## src/cbt_pkg.sv

```systemverilog
// cbt_pkg: shared constants of the CAN bit timing block
// assumes a single 125 MHz clock domain and a 32-bit AXI4-Lite register bus
package cbt_pkg;

  // register byte offsets
  localparam logic [3:0] CFG_OFS  = 4'h0;
  localparam logic [3:0] STAT_OFS = 4'h4;

  // timing configuration register field positions
  localparam int PRESC_LSB  = 0;
  localparam int SJW_LSB    = 6;
  localparam int PROP_LSB   = 8;
  localparam int PS1_LSB    = 11;
  localparam int PS2_LSB    = 14;
  localparam int P2SEL_BIT  = 17;
  localparam int TRIPLE_BIT = 18;
  localparam int ENABLE_BIT = 19;
  localparam int CFG_W      = 20;
  localparam logic [CFG_W-1:0] CFG_RST = 20'h00000;

  // status register field positions
  localparam int ST_BIT_POS  = 0;
  localparam int ST_LOST_POS = 1;
  localparam int ST_SEG_LSB  = 2;

  // fixed timing figures in time quanta; the edge gap limit in bits
  localparam logic [3:0] SYNC_TQ    = 4'h1;
  localparam logic [3:0] IPT_TQ     = 4'h2;
  localparam logic [3:0] PS2_MIN_TQ = 4'h2;
  localparam logic [2:0] EDGE_GAP_BITS = 3'h6;

  // axi answers
  localparam logic [1:0] RESP_OKAY   = 2'h0;
  localparam logic [1:0] RESP_SLVERR = 2'h2;

  typedef enum logic [1:0] {SEG_SYNC, SEG_PROP, SEG_PH1, SEG_PH2} cbt_seg_e;

endpackage

```

## src/cbt_bit_timing.sv

```systemverilog
// cbt_bit_timing: CAN nominal bit timing with edge synchronisation
// assumes rx_i is the bus level synchronous to clk_i (1 = recessive)
// and a protocol engine that supplies tx_bit_i, transmitting_i, bus_idle_i
`timescale 1ns/1ps
module cbt_bit_timing #(
  parameter int PRESC_W = 6
) (
  // clock, reset, enable
  input  wire logic        clk_i,
  input  wire logic        resetn_i,
  input  wire logic        ce_i,
  // axi4-lite write
  input  wire logic [3:0]  s_axi_awaddr,
  input  wire logic        s_axi_awvalid,
  output logic             s_axi_awready,
  input  wire logic [31:0] s_axi_wdata,
  input  wire logic [3:0]  s_axi_wstrb,
  input  wire logic        s_axi_wvalid,
  output logic             s_axi_wready,
  output logic [1:0]       s_axi_bresp,
  output logic             s_axi_bvalid,
  input  wire logic        s_axi_bready,
  // axi4-lite read
  input  wire logic [3:0]  s_axi_araddr,
  input  wire logic        s_axi_arvalid,
  output logic             s_axi_arready,
  output logic [31:0]      s_axi_rdata,
  output logic [1:0]       s_axi_rresp,
  output logic             s_axi_rvalid,
  input  wire logic        s_axi_rready,
  // can bus side
  input  wire logic        rx_i,
  output logic             tx_o,
  // protocol engine side
  input  wire logic        tx_bit_i,
  input  wire logic        transmitting_i,
  input  wire logic        bus_idle_i,
  output logic             tx_point_o,
  output logic             bit_valid_o,
  output logic             bit_value_o
);

  generate
    if (PRESC_W != 6) begin : g_bad
      $error("cbt_bit_timing: prescaler field is 6 bits wide");
    end
  endgenerate

  // ---------------- register file ----------------
  logic [cbt_pkg::CFG_W-1:0] cfg;
  logic                      sync_lost;
  cbt_pkg::cbt_seg_e         seg;

  wire wr_go  = s_axi_awvalid && s_axi_wvalid && !s_axi_awready && !s_axi_bvalid;
  wire wr_cfg = wr_go && (s_axi_awaddr == cbt_pkg::CFG_OFS);
  wire wr_st  = wr_go && (s_axi_awaddr == cbt_pkg::STAT_OFS);
  wire wr_ok  = wr_cfg || wr_st;
  wire rd_go  = s_axi_arvalid && !s_axi_arready && !s_axi_rvalid;
  wire rd_ok  = (s_axi_araddr == cbt_pkg::CFG_OFS) || (s_axi_araddr == cbt_pkg::STAT_OFS);
  wire lost_clr = wr_st && s_axi_wstrb[0] && s_axi_wdata[cbt_pkg::ST_LOST_POS];

  wire [31:0] cfg_word  = {{(32-cbt_pkg::CFG_W){1'b0}}, cfg};
  wire [31:0] stat_word = {28'h0000000, 2'(seg), sync_lost, bit_value_o};
  wire [31:0] rd_word   = (s_axi_araddr == cbt_pkg::CFG_OFS)  ? cfg_word :
                          (s_axi_araddr == cbt_pkg::STAT_OFS) ? stat_word : 32'h00000000;

  logic [31:0] cfg_merged;
  always_comb begin
    cfg_merged = cfg_word;
    for (int b = 0; b < 4; b++) begin
      if (s_axi_wstrb[b]) begin
        cfg_merged[8*b +: 8] = s_axi_wdata[8*b +: 8];
      end
    end
  end

  // address and data are taken together; the slave never waits on one of them
  always_ff @(posedge clk_i) begin
    if (!resetn_i) begin
      s_axi_awready <= 1'b0;
      s_axi_wready  <= 1'b0;
      s_axi_bvalid  <= 1'b0;
      s_axi_bresp   <= cbt_pkg::RESP_OKAY;
      s_axi_arready <= 1'b0;
      s_axi_rvalid  <= 1'b0;
      s_axi_rresp   <= cbt_pkg::RESP_OKAY;
      s_axi_rdata   <= 32'h00000000;
      cfg           <= cbt_pkg::CFG_RST;
    end else if (ce_i) begin
      s_axi_awready <= wr_go;
      s_axi_wready  <= wr_go;
      if (wr_go) begin
        s_axi_bvalid <= 1'b1;
        s_axi_bresp  <= wr_ok ? cbt_pkg::RESP_OKAY : cbt_pkg::RESP_SLVERR;
      end else if (s_axi_bready) begin
        s_axi_bvalid <= 1'b0;
      end
      if (wr_cfg) begin
        cfg <= cfg_merged[cbt_pkg::CFG_W-1:0];
      end
      s_axi_arready <= rd_go;
      if (rd_go) begin
        s_axi_rvalid <= 1'b1;
        s_axi_rdata  <= rd_word;
        s_axi_rresp  <= rd_ok ? cbt_pkg::RESP_OKAY : cbt_pkg::RESP_SLVERR;
      end else if (s_axi_rready) begin
        s_axi_rvalid <= 1'b0;
      end
    end
  end

  // ---------------- configuration decode ----------------
  wire       enable   = cfg[cbt_pkg::ENABLE_BIT];
  wire       triple   = cfg[cbt_pkg::TRIPLE_BIT];
  wire [3:0] sjw_len  = {2'b00, cfg[cbt_pkg::SJW_LSB +: 2]} + 4'h1;
  wire [3:0] prop_len = {1'b0, cfg[cbt_pkg::PROP_LSB +: 3]} + 4'h1;
  wire [3:0] ps1_len  = {1'b0, cfg[cbt_pkg::PS1_LSB +: 3]} + 4'h1;
  wire [3:0] ps2_fld  = {1'b0, cfg[cbt_pkg::PS2_LSB +: 3]} + 4'h1;
  // a field of one quantum is raised to the smallest legal phase 2
  wire [3:0] ps2_own  = (ps2_fld < cbt_pkg::PS2_MIN_TQ) ? cbt_pkg::PS2_MIN_TQ : ps2_fld;
  wire [3:0] ps2_der  = (ps1_len > cbt_pkg::IPT_TQ) ? ps1_len : cbt_pkg::IPT_TQ;
  wire [3:0] ps2_len  = cfg[cbt_pkg::P2SEL_BIT] ? ps2_own : ps2_der;

  // ---------------- quantum generator ----------------
  logic tq_half;
  logic tq_tick;
  logic tq_restart;

  cbt_tq_gen #(
    .PRESC_W (PRESC_W)
  ) u_tq (
    .clk_i     (clk_i),
    .resetn_i  (resetn_i),
    .ce_i      (ce_i),
    .restart_i (tq_restart),
    .presc_i   (cfg[cbt_pkg::PRESC_LSB +: PRESC_W]),
    .half_o    (tq_half),
    .tick_o    (tq_tick)
  );

  // ---------------- segment sequencing ----------------
  logic [3:0] cnt;
  logic [3:0] ps1_eff;
  logic [3:0] ps2_eff;
  logic [3:0] ext;
  logic       synced;
  logic       rx_q;
  logic       last_sample;
  logic       s_full;
  logic       s_half;
  logic       pending;
  logic       bit_hold;
  logic [2:0] gap_bits;

  wire fall      = rx_q && !rx_i;
  wire edge_ok   = enable && fall && last_sample && !synced;
  wire hard_sync = edge_ok && bus_idle_i;
  wire resync    = edge_ok && !bus_idle_i;

  wire [4:0] pos_err = (seg == cbt_pkg::SEG_PROP) ? {1'b0, cnt} + 5'h01 : {1'b0, prop_len} + {1'b0, cnt} + 5'h01;
  wire [3:0] pos_adj = (pos_err > {1'b0, sjw_len}) ? sjw_len : pos_err[3:0];
  wire [3:0] neg_err = ps2_eff - cnt;
  wire in_early      = (seg == cbt_pkg::SEG_PROP) || (seg == cbt_pkg::SEG_PH1);
  wire pos_edge      = resync && in_early && !transmitting_i;
  wire neg_edge      = resync && (seg == cbt_pkg::SEG_PH2);
  wire neg_restart   = neg_edge && (neg_err <= sjw_len);
  wire neg_shorten   = neg_edge && (neg_err > sjw_len);
  wire zero_edge     = resync && (seg == cbt_pkg::SEG_SYNC);
  wire restart       = hard_sync || neg_restart;

  wire prop_end   = tq_tick && (seg == cbt_pkg::SEG_PROP) && (cnt == prop_len - 4'h1);
  wire sample_now = tq_tick && (seg == cbt_pkg::SEG_PH1) && (cnt == ps1_eff - 4'h1);
  wire ph2_end    = tq_tick && (seg == cbt_pkg::SEG_PH2) && (cnt == ps2_eff - 4'h1);
  wire ipt_done   = tq_tick && (seg == cbt_pkg::SEG_PH2) && (cnt == cbt_pkg::IPT_TQ - 4'h1);
  wire bit_start  = enable && (restart || ph2_end);
  wire deliver    = pending && (ipt_done || ph2_end || neg_restart);

  // majority of the samples one quantum early, half a quantum early and at the point
  wire vote = triple ? ((s_full & s_half) | (s_full & rx_i) | (s_half & rx_i)) : rx_i;

  assign tq_restart = !enable || restart;

  // edges pick the restart over a quantum boundary in the same clock
  always_ff @(posedge clk_i) begin
    if (!resetn_i) begin
      seg     <= cbt_pkg::SEG_SYNC;
      cnt     <= 4'h0;
      ps1_eff <= 4'h1;
      ps2_eff <= cbt_pkg::PS2_MIN_TQ;
      ext     <= 4'h0;
      synced  <= 1'b0;
    end else if (ce_i) begin
      if (!enable) begin
        seg     <= cbt_pkg::SEG_SYNC;
        cnt     <= 4'h0;
        ps1_eff <= ps1_len;
        ps2_eff <= ps2_len;
        ext     <= 4'h0;
        synced  <= 1'b0;
      end else if (restart) begin
        seg     <= cbt_pkg::SEG_SYNC;
        cnt     <= 4'h0;
        ps1_eff <= ps1_len;
        ps2_eff <= ps2_len;
        ext     <= 4'h0;
        synced  <= 1'b1;
      end else begin
        if (pos_edge) begin
          ps1_eff <= ps1_len + pos_adj;
          ext     <= pos_adj;
        end
        if (neg_shorten) begin
          ps2_eff <= ps2_eff - sjw_len;
        end
        if (resync || zero_edge) begin
          synced <= 1'b1;
        end
        if (tq_tick) begin
          case (seg)
            cbt_pkg::SEG_SYNC: begin
              seg <= cbt_pkg::SEG_PROP;
              cnt <= 4'h0;
            end
            cbt_pkg::SEG_PROP: begin
              seg <= prop_end ? cbt_pkg::SEG_PH1 : cbt_pkg::SEG_PROP;
              cnt <= prop_end ? 4'h0 : cnt + 4'h1;
            end
            cbt_pkg::SEG_PH1: begin
              seg <= sample_now ? cbt_pkg::SEG_PH2 : cbt_pkg::SEG_PH1;
              cnt <= sample_now ? 4'h0 : cnt + 4'h1;
            end
            cbt_pkg::SEG_PH2: begin
              if (ph2_end) begin
                seg     <= cbt_pkg::SEG_SYNC;
                cnt     <= 4'h0;
                ps1_eff <= ps1_len;
                ps2_eff <= ps2_len;
                ext     <= 4'h0;
                synced  <= 1'b0;
              end else begin
                cnt <= cnt + 4'h1;
              end
            end
            default: begin
              seg <= cbt_pkg::SEG_SYNC;
              cnt <= 4'h0;
            end
          endcase
        end
      end
    end
  end

  // ---------------- sampling, hand-over, transmit ----------------
  always_ff @(posedge clk_i) begin
    if (!resetn_i) begin
      rx_q        <= 1'b1;
      s_full      <= 1'b1;
      s_half      <= 1'b1;
      last_sample <= 1'b1;
      pending     <= 1'b0;
      bit_hold    <= 1'b1;
      bit_valid_o <= 1'b0;
      bit_value_o <= 1'b1;
      tx_o        <= 1'b1;
      tx_point_o  <= 1'b0;
    end else if (ce_i) begin
      rx_q <= rx_i;
      if (tq_tick) begin
        s_full <= rx_i;
      end
      if (tq_half) begin
        s_half <= rx_i;
      end
      if (sample_now) begin
        last_sample <= vote;
        bit_hold    <= vote;
      end
      pending     <= sample_now || (pending && !deliver);
      bit_valid_o <= deliver;
      if (deliver) begin
        bit_value_o <= bit_hold;
      end
      tx_point_o <= bit_start;
      if (!enable) begin
        tx_o <= 1'b1;
      end else if (bit_start) begin
        tx_o <= tx_bit_i;
      end
    end
  end

  // bits without any falling edge on rx_i; more than six means stuffing no longer holds lock
  always_ff @(posedge clk_i) begin
    if (!resetn_i) begin
      gap_bits  <= 3'h0;
      sync_lost <= 1'b0;
    end else if (ce_i) begin
      if (fall || bus_idle_i) begin
        gap_bits <= 3'h0;
      end else if (ph2_end && gap_bits != 3'h7) begin
        gap_bits <= gap_bits + 3'h1;
      end
      if (gap_bits > cbt_pkg::EDGE_GAP_BITS) begin
        sync_lost <= 1'b1;
      end else if (lost_clr) begin
        sync_lost <= 1'b0;
      end
    end
  end
endmodule

```

## src/cbt_tq_gen.sv

```systemverilog
// cbt_tq_gen: time quantum generator, one quantum is 2*(prescaler+1) clocks
// assumes the prescaler value only changes while the timing logic is disabled
`timescale 1ns/1ps
module cbt_tq_gen #(
  parameter int PRESC_W = 6
) (
  // clock and control
  input  wire logic               clk_i,
  input  wire logic               resetn_i,
  input  wire logic               ce_i,
  input  wire logic               restart_i,
  input  wire logic [PRESC_W-1:0] presc_i,
  // quantum strobes
  output logic                    half_o,
  output logic                    tick_o
);

  generate
    if (PRESC_W < 1 || PRESC_W > 16) begin : g_bad
      $error("cbt_tq_gen: PRESC_W out of range");
    end
  endgenerate

  logic [PRESC_W:0] cnt;
  logic [PRESC_W:0] next_cnt;
  wire  [PRESC_W:0] half_pt = {1'b0, presc_i};
  wire  [PRESC_W:0] last_pt = {presc_i, 1'b1};
  wire              at_last = (cnt == last_pt);

  assign next_cnt = (restart_i || at_last) ? '0 : cnt + 1'b1;

  // restart puts the quantum boundary at the edge that caused it
  always_ff @(posedge clk_i) begin
    if (!resetn_i) begin
      cnt    <= '0;
      half_o <= 1'b0;
      tick_o <= 1'b0;
    end else if (ce_i) begin
      cnt    <= next_cnt;
      half_o <= !restart_i && (next_cnt == half_pt);
      tick_o <= !restart_i && (next_cnt == last_pt);
    end
  end

endmodule

```

## config.mk

```make
export PLATFORM = sky130hd
export DESIGN_NAME = cbt_bit_timing
export DESIGN_NICKNAME = d
export VERILOG_FILES = /design/src/cbt_pkg.sv /design/src/cbt_bit_timing.sv /design/src/cbt_tq_gen.sv
export SDC_FILE = /design/constraint.sdc
export NUM_CORES = 1
export LEC_CHECK = 0
export ABC_AREA = 1
export BUFFER_PORTS_ARGS = -buffer_cell sky130_fd_sc_hd__buf_4
export CAP_MARGIN = 20
export CORE_MARGIN = 3
export CORE_UTILIZATION = 32
export CTS_BUF_LIST = sky130_fd_sc_hd__clkbuf_16
export CTS_CLUSTER_SIZE = 40
export DETAILED_ROUTE_END_ITERATION = 12
export HOLD_SLACK_MARGIN = 0.06
export PLACE_DENSITY = 0.57
export SYNTH_ARGS = -nofsm -noshare
export SYNTH_HDL_FRONTEND = slang
export SYNTH_HIERARCHICAL = 1
export SYNTH_SLANG_ARGS = --single-unit
```

## constraint.sdc

```tcl
create_clock -name clk_i -period 3.8 [get_ports clk_i]
set_clock_uncertainty 0.2 [all_clocks]
set_input_delay 0.57 -clock clk_i [delete_from_list [all_inputs] [get_ports clk_i]]
set_output_delay 0.57 -clock clk_i [all_outputs]
set_load 0.01 [all_outputs]
```

==> run summary, run 1 <==
status -> complete, no violations
critical path peak fanout -> 6
fraction of layout cells with a size suffix above 1 -> 17.63%
Post-CTS Hold Buffers -> 0
Total Neg Setup Slack -> 0 ns
Slew HR -> 44.76%
Final Critical Period -> 3.702 ns
initial antenna violation count -> 0
combinational power share -> 14.5%
Sw Share -> 29.21%
Total GRT Usage -> 16.26%
residual DRC count -> 0
first drt pass iteration count -> 4
fmax -> 0.2701 GHz
Synth async-reset ratio -> 0%
crit-path cells -> ha_4 > inv_2 > fa_2 > a21oi_2 > o21ai_1 > o21ai_1 > inv_1 > ha_4 > a21oi_1 > o21ai_2 > nand2_1 > nand2_2 > o21ai_2 > ha_2 > inv_2 > fa_2 > nand2_1 > o21ai_1 > nand2_1 > nand3_1 > a21oi_2
H-tree depth -> 3
final worst path period share -> 97.41%
post-synthesis mux area share -> 0.1856%
vias per cell -> 4.781
Post-synth top cells -> 184 x nand2_1, 93 x inv_1, 83 x dfxtp_1
placed inst area -> 6133 um^2
Total Wirelength -> 14,940 um
Synth Area in XOR/XNOR -> 3.572%
Pwr per Cell Area -> 316.5 nW/um^2
area leader, netlist -> dfxtp_1
initial core utilization -> 33.35%
Vias -> 5,235
Synth top area share -> 30.80%
Hold Crit Class -> in -> reg
die width -> 135.8 um
most instantiated library cell after synthesis -> nand2_1
# diodes -> 0
Mean Syn Cell Area -> 6.776 um^2
post-synthesis sequential area ratio -> 30.80%
area grow syn2layout -> 21.85%
placed instance count -> 1,074
first-pass GRT wire length -> 23,900 um
gpl congestion -> 0.8697
FP Rows -> 46
complex-gate fraction of the synthesized area -> 14.13%
clk root buf -> clkbuf_16
CTS sink cnt -> 83
Port Buffer Count -> 73
DP Wirelength -> 11,340 um
IO Count -> 101
Synth area leaders -> dfxtp_1 31%, nand2_1 13%, ha_1 8.1%, nand3_1 6.8%, inv_1 6.5%
Clock Latency Late Sink -> 0.36 ns
worst slew pin tran -> 0.8277 ns
critical path required time -> 3.84 ns
vias in the first global route -> 4,743
post-route cell area -> 6573 um^2
Flop pwr share -> 43.7%
fin. max-slew vios -> 0
Clk network pwr share -> 41.8%
Final Net Count -> 969
number of synthesized flops with an enable pin -> 0
Finish-stage setup viols -> 0
post-synth cell types -> 41
die height -> 135.8 um
synthesis-stage register bit count -> 83
max-cap check violation count -> 0
LEAKAGE -> 2.982 nW
GRT overflow -> 0
fin cells -> 1,095
CP max stage delay -> 0.51 ns
fillers -> 1,741
core region area -> 16,170 um^2
CP Launch Type -> flip-flop
Worst EP arrival -> 3.74 ns
Slowest cell on crit path -> fa_2
Synth Area in Adders -> 9.789%
Post-Synth Simple-Gate Area -> 29.97%
RSZ-0062 raised after global routing -> true
Hold WS -> 0.2642 ns
Top FF cell, synth -> dfxtp_1
switching pwr -> 0.0006076 W
Post-Syn Area -> 5394 um^2
crit end category -> flip-flop
Int Pwr -> 0.001473 W
total power -> 0.002080 W
largest net degree at the start of global routing -> 43
maximum VDD drop -> 0.0002702 V
largest family of logic cells by synthesized area -> simple AND/OR/NAND/NOR gates
CTS tree -> done
Fin. Hold Viols -> 0
Mapped Cells -> 796
synth warn -> 6
Die ar. -> 18,450 um^2
post-DR wirelength/cell -> 13.64 um
remaining antenna violation count -> 0
critical path class -> reg -> reg
TritonCTS buffer count -> 9
clock-pin slew on the worst setup and hold paths -> 0.07 ns
clock buffer depth -> 2
Iter 0 DRT Violations -> 292
## state kept, by name (all words and copies together) (netlist names), 2 cells and up
name / count
cfg: 20
cnt: 4
gap_bits: 3
ps1_eff: 4
ps2_eff: 4
s_axi_rdata: 20
seg: 2
u_tq/cnt: 7
## final cells by class
cell class	instances	area [um^2]	share of cell area [%]
Multi-Input combinational cell	586	3261	49.61
Sequential cell	83	1667	25.36
Timing Repair Buffer	93	701.9	10.68
Inverter	101	379.1	5.768
Tap cell	216	270.3	4.112
Clock buffer	9	225.2	3.427
Clock inverter	7	68.82	1.047
## cell usage in the layout, fill, tap and decap left out, drive strengths merged, types with 2 or more instances in the layout
cell	netlist	layout
dfxtp	83	83
nand3b	2	2
inv	99	103
fa	4	4
nor2	76	76
clkinvlp	0	2
nand3	77	77
o211ai	7	7
nand2	189	189
conb	1	14
nor3	6	6
buf	25	93
o21bai	2	2
xor2	11	11
a21oi	70	70
clkinv	2	3
o21ai	62	62
nand4	13	13
ha	35	35
xnor2	11	11
clkbuf	14	9
## cells by family (layout without fill, tap and decap cells)
family                   count (synthesis)  in the layout
flip-flops                              83             83
AO/OA/AOI/OAI                          145            145
other                                    1             14
AND/OR/NAND/NOR                        364            364
adder cells (fa/ha/maj)                 40             40
multiplexers                             1              1
XOR/XNOR                                22             22
buffers and inverters                  140            210
## worst paths after layout
kind                      startpoint                      end  slack [ns]  cells past startpoint
max              cfg[8]$_SDFFE_PN0P_  ps1_eff[1]$_SDFFE_PN0P_         0.1                     21
min reg2reg  tx_point_o$_SDFFE_PN0P_  tx_point_o$_SDFFE_PN0P_        0.27                      2
min                  s_axi_wdata[15]     cfg[15]$_SDFFE_PN0P_        0.26                      3
max reg2reg      cfg[8]$_SDFFE_PN0P_  ps1_eff[1]$_SDFFE_PN0P_         0.1                     21
## critical path, delay by kind of cell, from the launching register on
family,cells,cell delay (ns)
AO/OA/AOI/OAI,8,0.84
adder cells (fa/ha/maj),5,1.60
buffers and inverters,3,0.18
flip-flops,1,0.36
AND/OR/NAND/NOR,5,0.41
## routing by layer
metal  global-route usage [%]  share of wire [%]  wire, um
met4                    4.143                1.0       150
met5                        0                  0         0
met2                    25.58                 46      6864
met3                    3.146                3.7       549
met1                    22.92                 49      7371
## timing repair
action / in CTS / in global routing
buffers inserted: 0 / 5
resized for setup: 4 / 27
endpoints found under the setup margin: 2 / 3
pin swaps: 0 / 12
## stage by stage
| step | utilization (%) | setup slack (ns) |
|---|---|---|
| final | 40.64 | 0.09825 |
| after global routing | 40.64 | -0.1026 |
| after CTS | 39.77 | 0.04498 |
| after detailed placement | 37.92 | -0.04853 |
| after global placement | 37.92 | 0.01643 |
| after floorplan | - | 0.2397 |
## power by group through the flow
stage | clock, W | combinational, W | sequential, W
after floorplan | 0 | 0.000194 | 0.000927
after global placement | 0 | 0.000278 | 0.000930
after detailed placement | 0 | 0.000280 | 0.000930
after CTS | 0.000889 | 0.000283 | 0.000910
after global routing | 0.000923 | 0.000344 | 0.000912
final | 0.000869 | 0.000302 | 0.000909
(Power assumes the default switching activity.)
==> run 2, diff against run 1 <==
--- a/config.mk
+++ b/config.mk
@@ -15,6 +15,7 @@
 export DETAILED_ROUTE_END_ITERATION = 12
 export HOLD_SLACK_MARGIN = 0.06
 export PLACE_DENSITY = 0.57
+export SETUP_SLACK_MARGIN = 0.1
 export SYNTH_ARGS = -nofsm -noshare
 export SYNTH_HDL_FRONTEND = slang
 export SYNTH_HIERARCHICAL = 1
==> run summary, run 2 (synthesis gave the netlist of run 1 again) <==
critical path class -> reg -> reg (unchanged)
max-cap check violation count -> 0 (unchanged)
combinational power share -> 14.8% (was 14.5%)
fraction of layout cells with a size suffix above 1 -> 18.01% (was 17.63%)
Total Neg Setup Slack -> 0 ns (unchanged)
Clock Latency Late Sink -> 0.36 ns (about the same)
Post-CTS Hold Buffers -> 0 (unchanged)
gpl congestion -> 0.8697 (unchanged)
IO Count -> 101 (unchanged)
CTS tree -> done (unchanged)
CTS sink cnt -> 83 (unchanged)
Sw Share -> 29.17% (was 29.21%)
Register-to-Register Path Depth -> 21 (unchanged)
Clk network pwr share -> 41.6% (was 41.8%)
Final Critical Period -> 3.701 ns (was 3.702 ns)
clk root buf -> clkbuf_16 (unchanged)
Pwr per Cell Area -> 317.2 nW/um^2 (was 316.5 nW/um^2)
post-DR wirelength/cell -> 13.57 um (was 13.64 um)
Flop pwr share -> 43.5% (was 43.7%)
FP Rows -> 46 (unchanged)
# diodes -> 0 (unchanged)
final core occ -> 40.73% (was 40.64%)
placed instance count -> 1,074 (unchanged)
area grow syn2layout -> 22.13% (was 21.85%)
GRT overflow -> 0 (unchanged)
Hold WS -> 0.2652 ns (was 0.2642 ns)
core region area -> 16,170 um^2 (unchanged)
Worst EP arrival -> 3.74 ns (about the same)
Total Wirelength -> 14,920 um (was 14,940 um)
Regs by FF count -> cfg: 20 flops, s_axi_rdata: 20 flops, u_tq/cnt: 7 flops (unchanged)
LEAKAGE -> 2.990 nW (was 2.982 nW)
fin. max-slew vios -> 0 (unchanged)
Final Net Count -> 973 (was 969)
final worst path period share -> 97.40% (was 97.41%)
Die ar. -> 18,450 um^2 (unchanged)
Worst Hold Depth -> 3 (unchanged)
Port Buffer Count -> 73 (unchanged)
RSZ-0062 raised after global routing -> true (unchanged)
Hold Crit Class -> in -> reg (unchanged)
TritonCTS buffer count -> 9 (unchanged)
status -> complete, no violations (unchanged)
critical path peak fanout -> 6 (unchanged)
initial antenna violation count -> 0 (unchanged)
CP Launch Type -> flip-flop (unchanged)
commonest non-fill, non-tap cells in the layout -> 181 x nand2_1, 97 x buf_4, 90 x inv_1, 81 x dfxtp_1, 73 x nand3_1 (was 181 x nand2_1, 92 x buf_4, 91 x inv_1, 81 x dfxtp_1, 73 x nand3_1)
initial core utilization -> 33.35% (unchanged)
maximum VDD drop -> 0.0002717 V (was 0.0002702 V)
first-pass GRT wire length -> 24,000 um (was 23,900 um)
Vias -> 5,206 (was 5,235)
Fin. Hold Viols -> 0 (unchanged)
clock-pin slew on the worst setup and hold paths -> 0.07 ns (about the same)
fillers -> 1,743 (was 1,741)
remaining antenna violation count -> 0 (unchanged)
crit end category -> flip-flop (unchanged)
DP Wirelength -> 11,340 um (unchanged)
critical path required time -> 3.84 ns (about the same)
die width -> 135.8 um (unchanged)
fmax -> 0.2702 GHz (was 0.2701 GHz)
residual DRC count -> 0 (unchanged)
vias per cell -> 4.737 (was 4.781)
worst slew pin tran -> 0.8168 ns (was 0.8277 ns)
die height -> 135.8 um (unchanged)
Int Pwr -> 0.001480 W (was 0.001473 W)
vias in the first global route -> 4,771 (was 4,743)
Iter 0 DRT Violations -> 278 (was 292)
Total GRT Usage -> 16.31% (was 16.26%)
Slew HR -> 45.49% (was 44.76%)
largest net degree at the start of global routing -> 43 (unchanged)
commonest non-fill, non-tap cell in the layout -> nand2_1 (unchanged)
clock buffer depth -> 2 (unchanged)
Finish-stage setup viols -> 0 (unchanged)
H-tree depth -> 3 (unchanged)
switching pwr -> 0.0006095 W (was 0.0006076 W)
fin cells -> 1,099 (was 1,095)
first drt pass iteration count -> 4 (unchanged)
run 2: changes by cell type in the layout (fill, tap and decap cells not counted):
cell        before  now
buf_6            1    0
buf_4           92   97
inv_1           91   90
dfxtp_2          1    2
clkinvlp_4       2    3
ha_4             4    3
ha_1            30   31
dfxtp_4          1    0
run 2: path summary, 6_finish.rpt:
check | start | endpoint | slack [ns]
max reg2reg | cfg[9]$_SDFFE_PN0P_ | ps1_eff[1]$_SDFFE_PN0P_ | 0.1
max | cfg[9]$_SDFFE_PN0P_ | ps1_eff[1]$_SDFFE_PN0P_ | 0.1
min reg2reg | tx_point_o$_SDFFE_PN0P_ | tx_point_o$_SDFFE_PN0P_ | 0.27
min | s_axi_wdata[15] | cfg[15]$_SDFFE_PN0P_ | 0.27
run 2: timing repair:
item	CTS	global route
buffers inserted	6	3
resized for setup	11	18
pin swaps	2	11
setup endpoints to repair	3	5
run 2: power groups by stage:
stage / Combinational [W] / Clock, W / Sequential [W]
floorplan: 0.000194 / 0 / 0.000927
global placement: 0.000278 / 0 / 0.000930
detailed placement: 0.000280 / 0 / 0.000930
CTS: 0.000297 / 0.000889 / 0.000910
global route: 0.000353 / 0.000923 / 0.000913
finish: 0.000310 / 0.000870 / 0.000910
run 2: layer usage:
| metal | vias up | GRT usage, % | wire (um) |
|---|---|---|---|
| li1 | 2728 | - | - |
| met1 | 2376 | 22.96 | 7344 |
| met2 | 93 | 25.72 | 6879 |
| met3 | 9 | 3.146 | 542 |
| met4 | 0 | 4.143 | 148 |
| met5 | - | 0 | 0 |
run 2: layout make-up:
class | instances | area, um^2 | area share (%)
clock buffers | 9 | 225.2 | 3.419
inverters | 101 | 382.9 | 5.812
multi-input cells | 586 | 3248 | 49.31
flip-flops and latches | 83 | 1664 | 25.26
clock inverters | 7 | 68.82 | 1.045
repair buffers | 97 | 728.2 | 11.05
well taps | 216 | 270.3 | 4.103
run 2: per-stage QoR:
step	setup WS (ns)	cell area [um^2]	power [W]
2_1_floorplan	0.2397	5443	0.001121
3_3_place_gp	0.01643	6133	0.001208
3_5_place_dp	-0.04853	6133	0.001210
4_1_cts	0.1040	6516	0.002095
5_1_grt	-0.1227	6588	0.002189
6_report	0.09866	6588	0.002089
run 2: worst max-delay path, stage by stage (launching register included):
cell	delay, ns
dfxtp_2	0.34
ha_4	0.27
inv_2	0.04
fa_2	0.38
a21oi_2	0.14
o21ai_1	0.07
o21ai_1	0.11
inv_1	0.10
ha_4	0.25
a21oi_1	0.16
o21ai_2	0.07
nand2_1	0.08
nand2_2	0.10
o21ai_2	0.14
ha_2	0.20
inv_2	0.04
fa_2	0.51
nand2_1	0.05
o21ai_1	0.08
nand2_1	0.06
nand3_1	0.12
a21oi_2	0.06
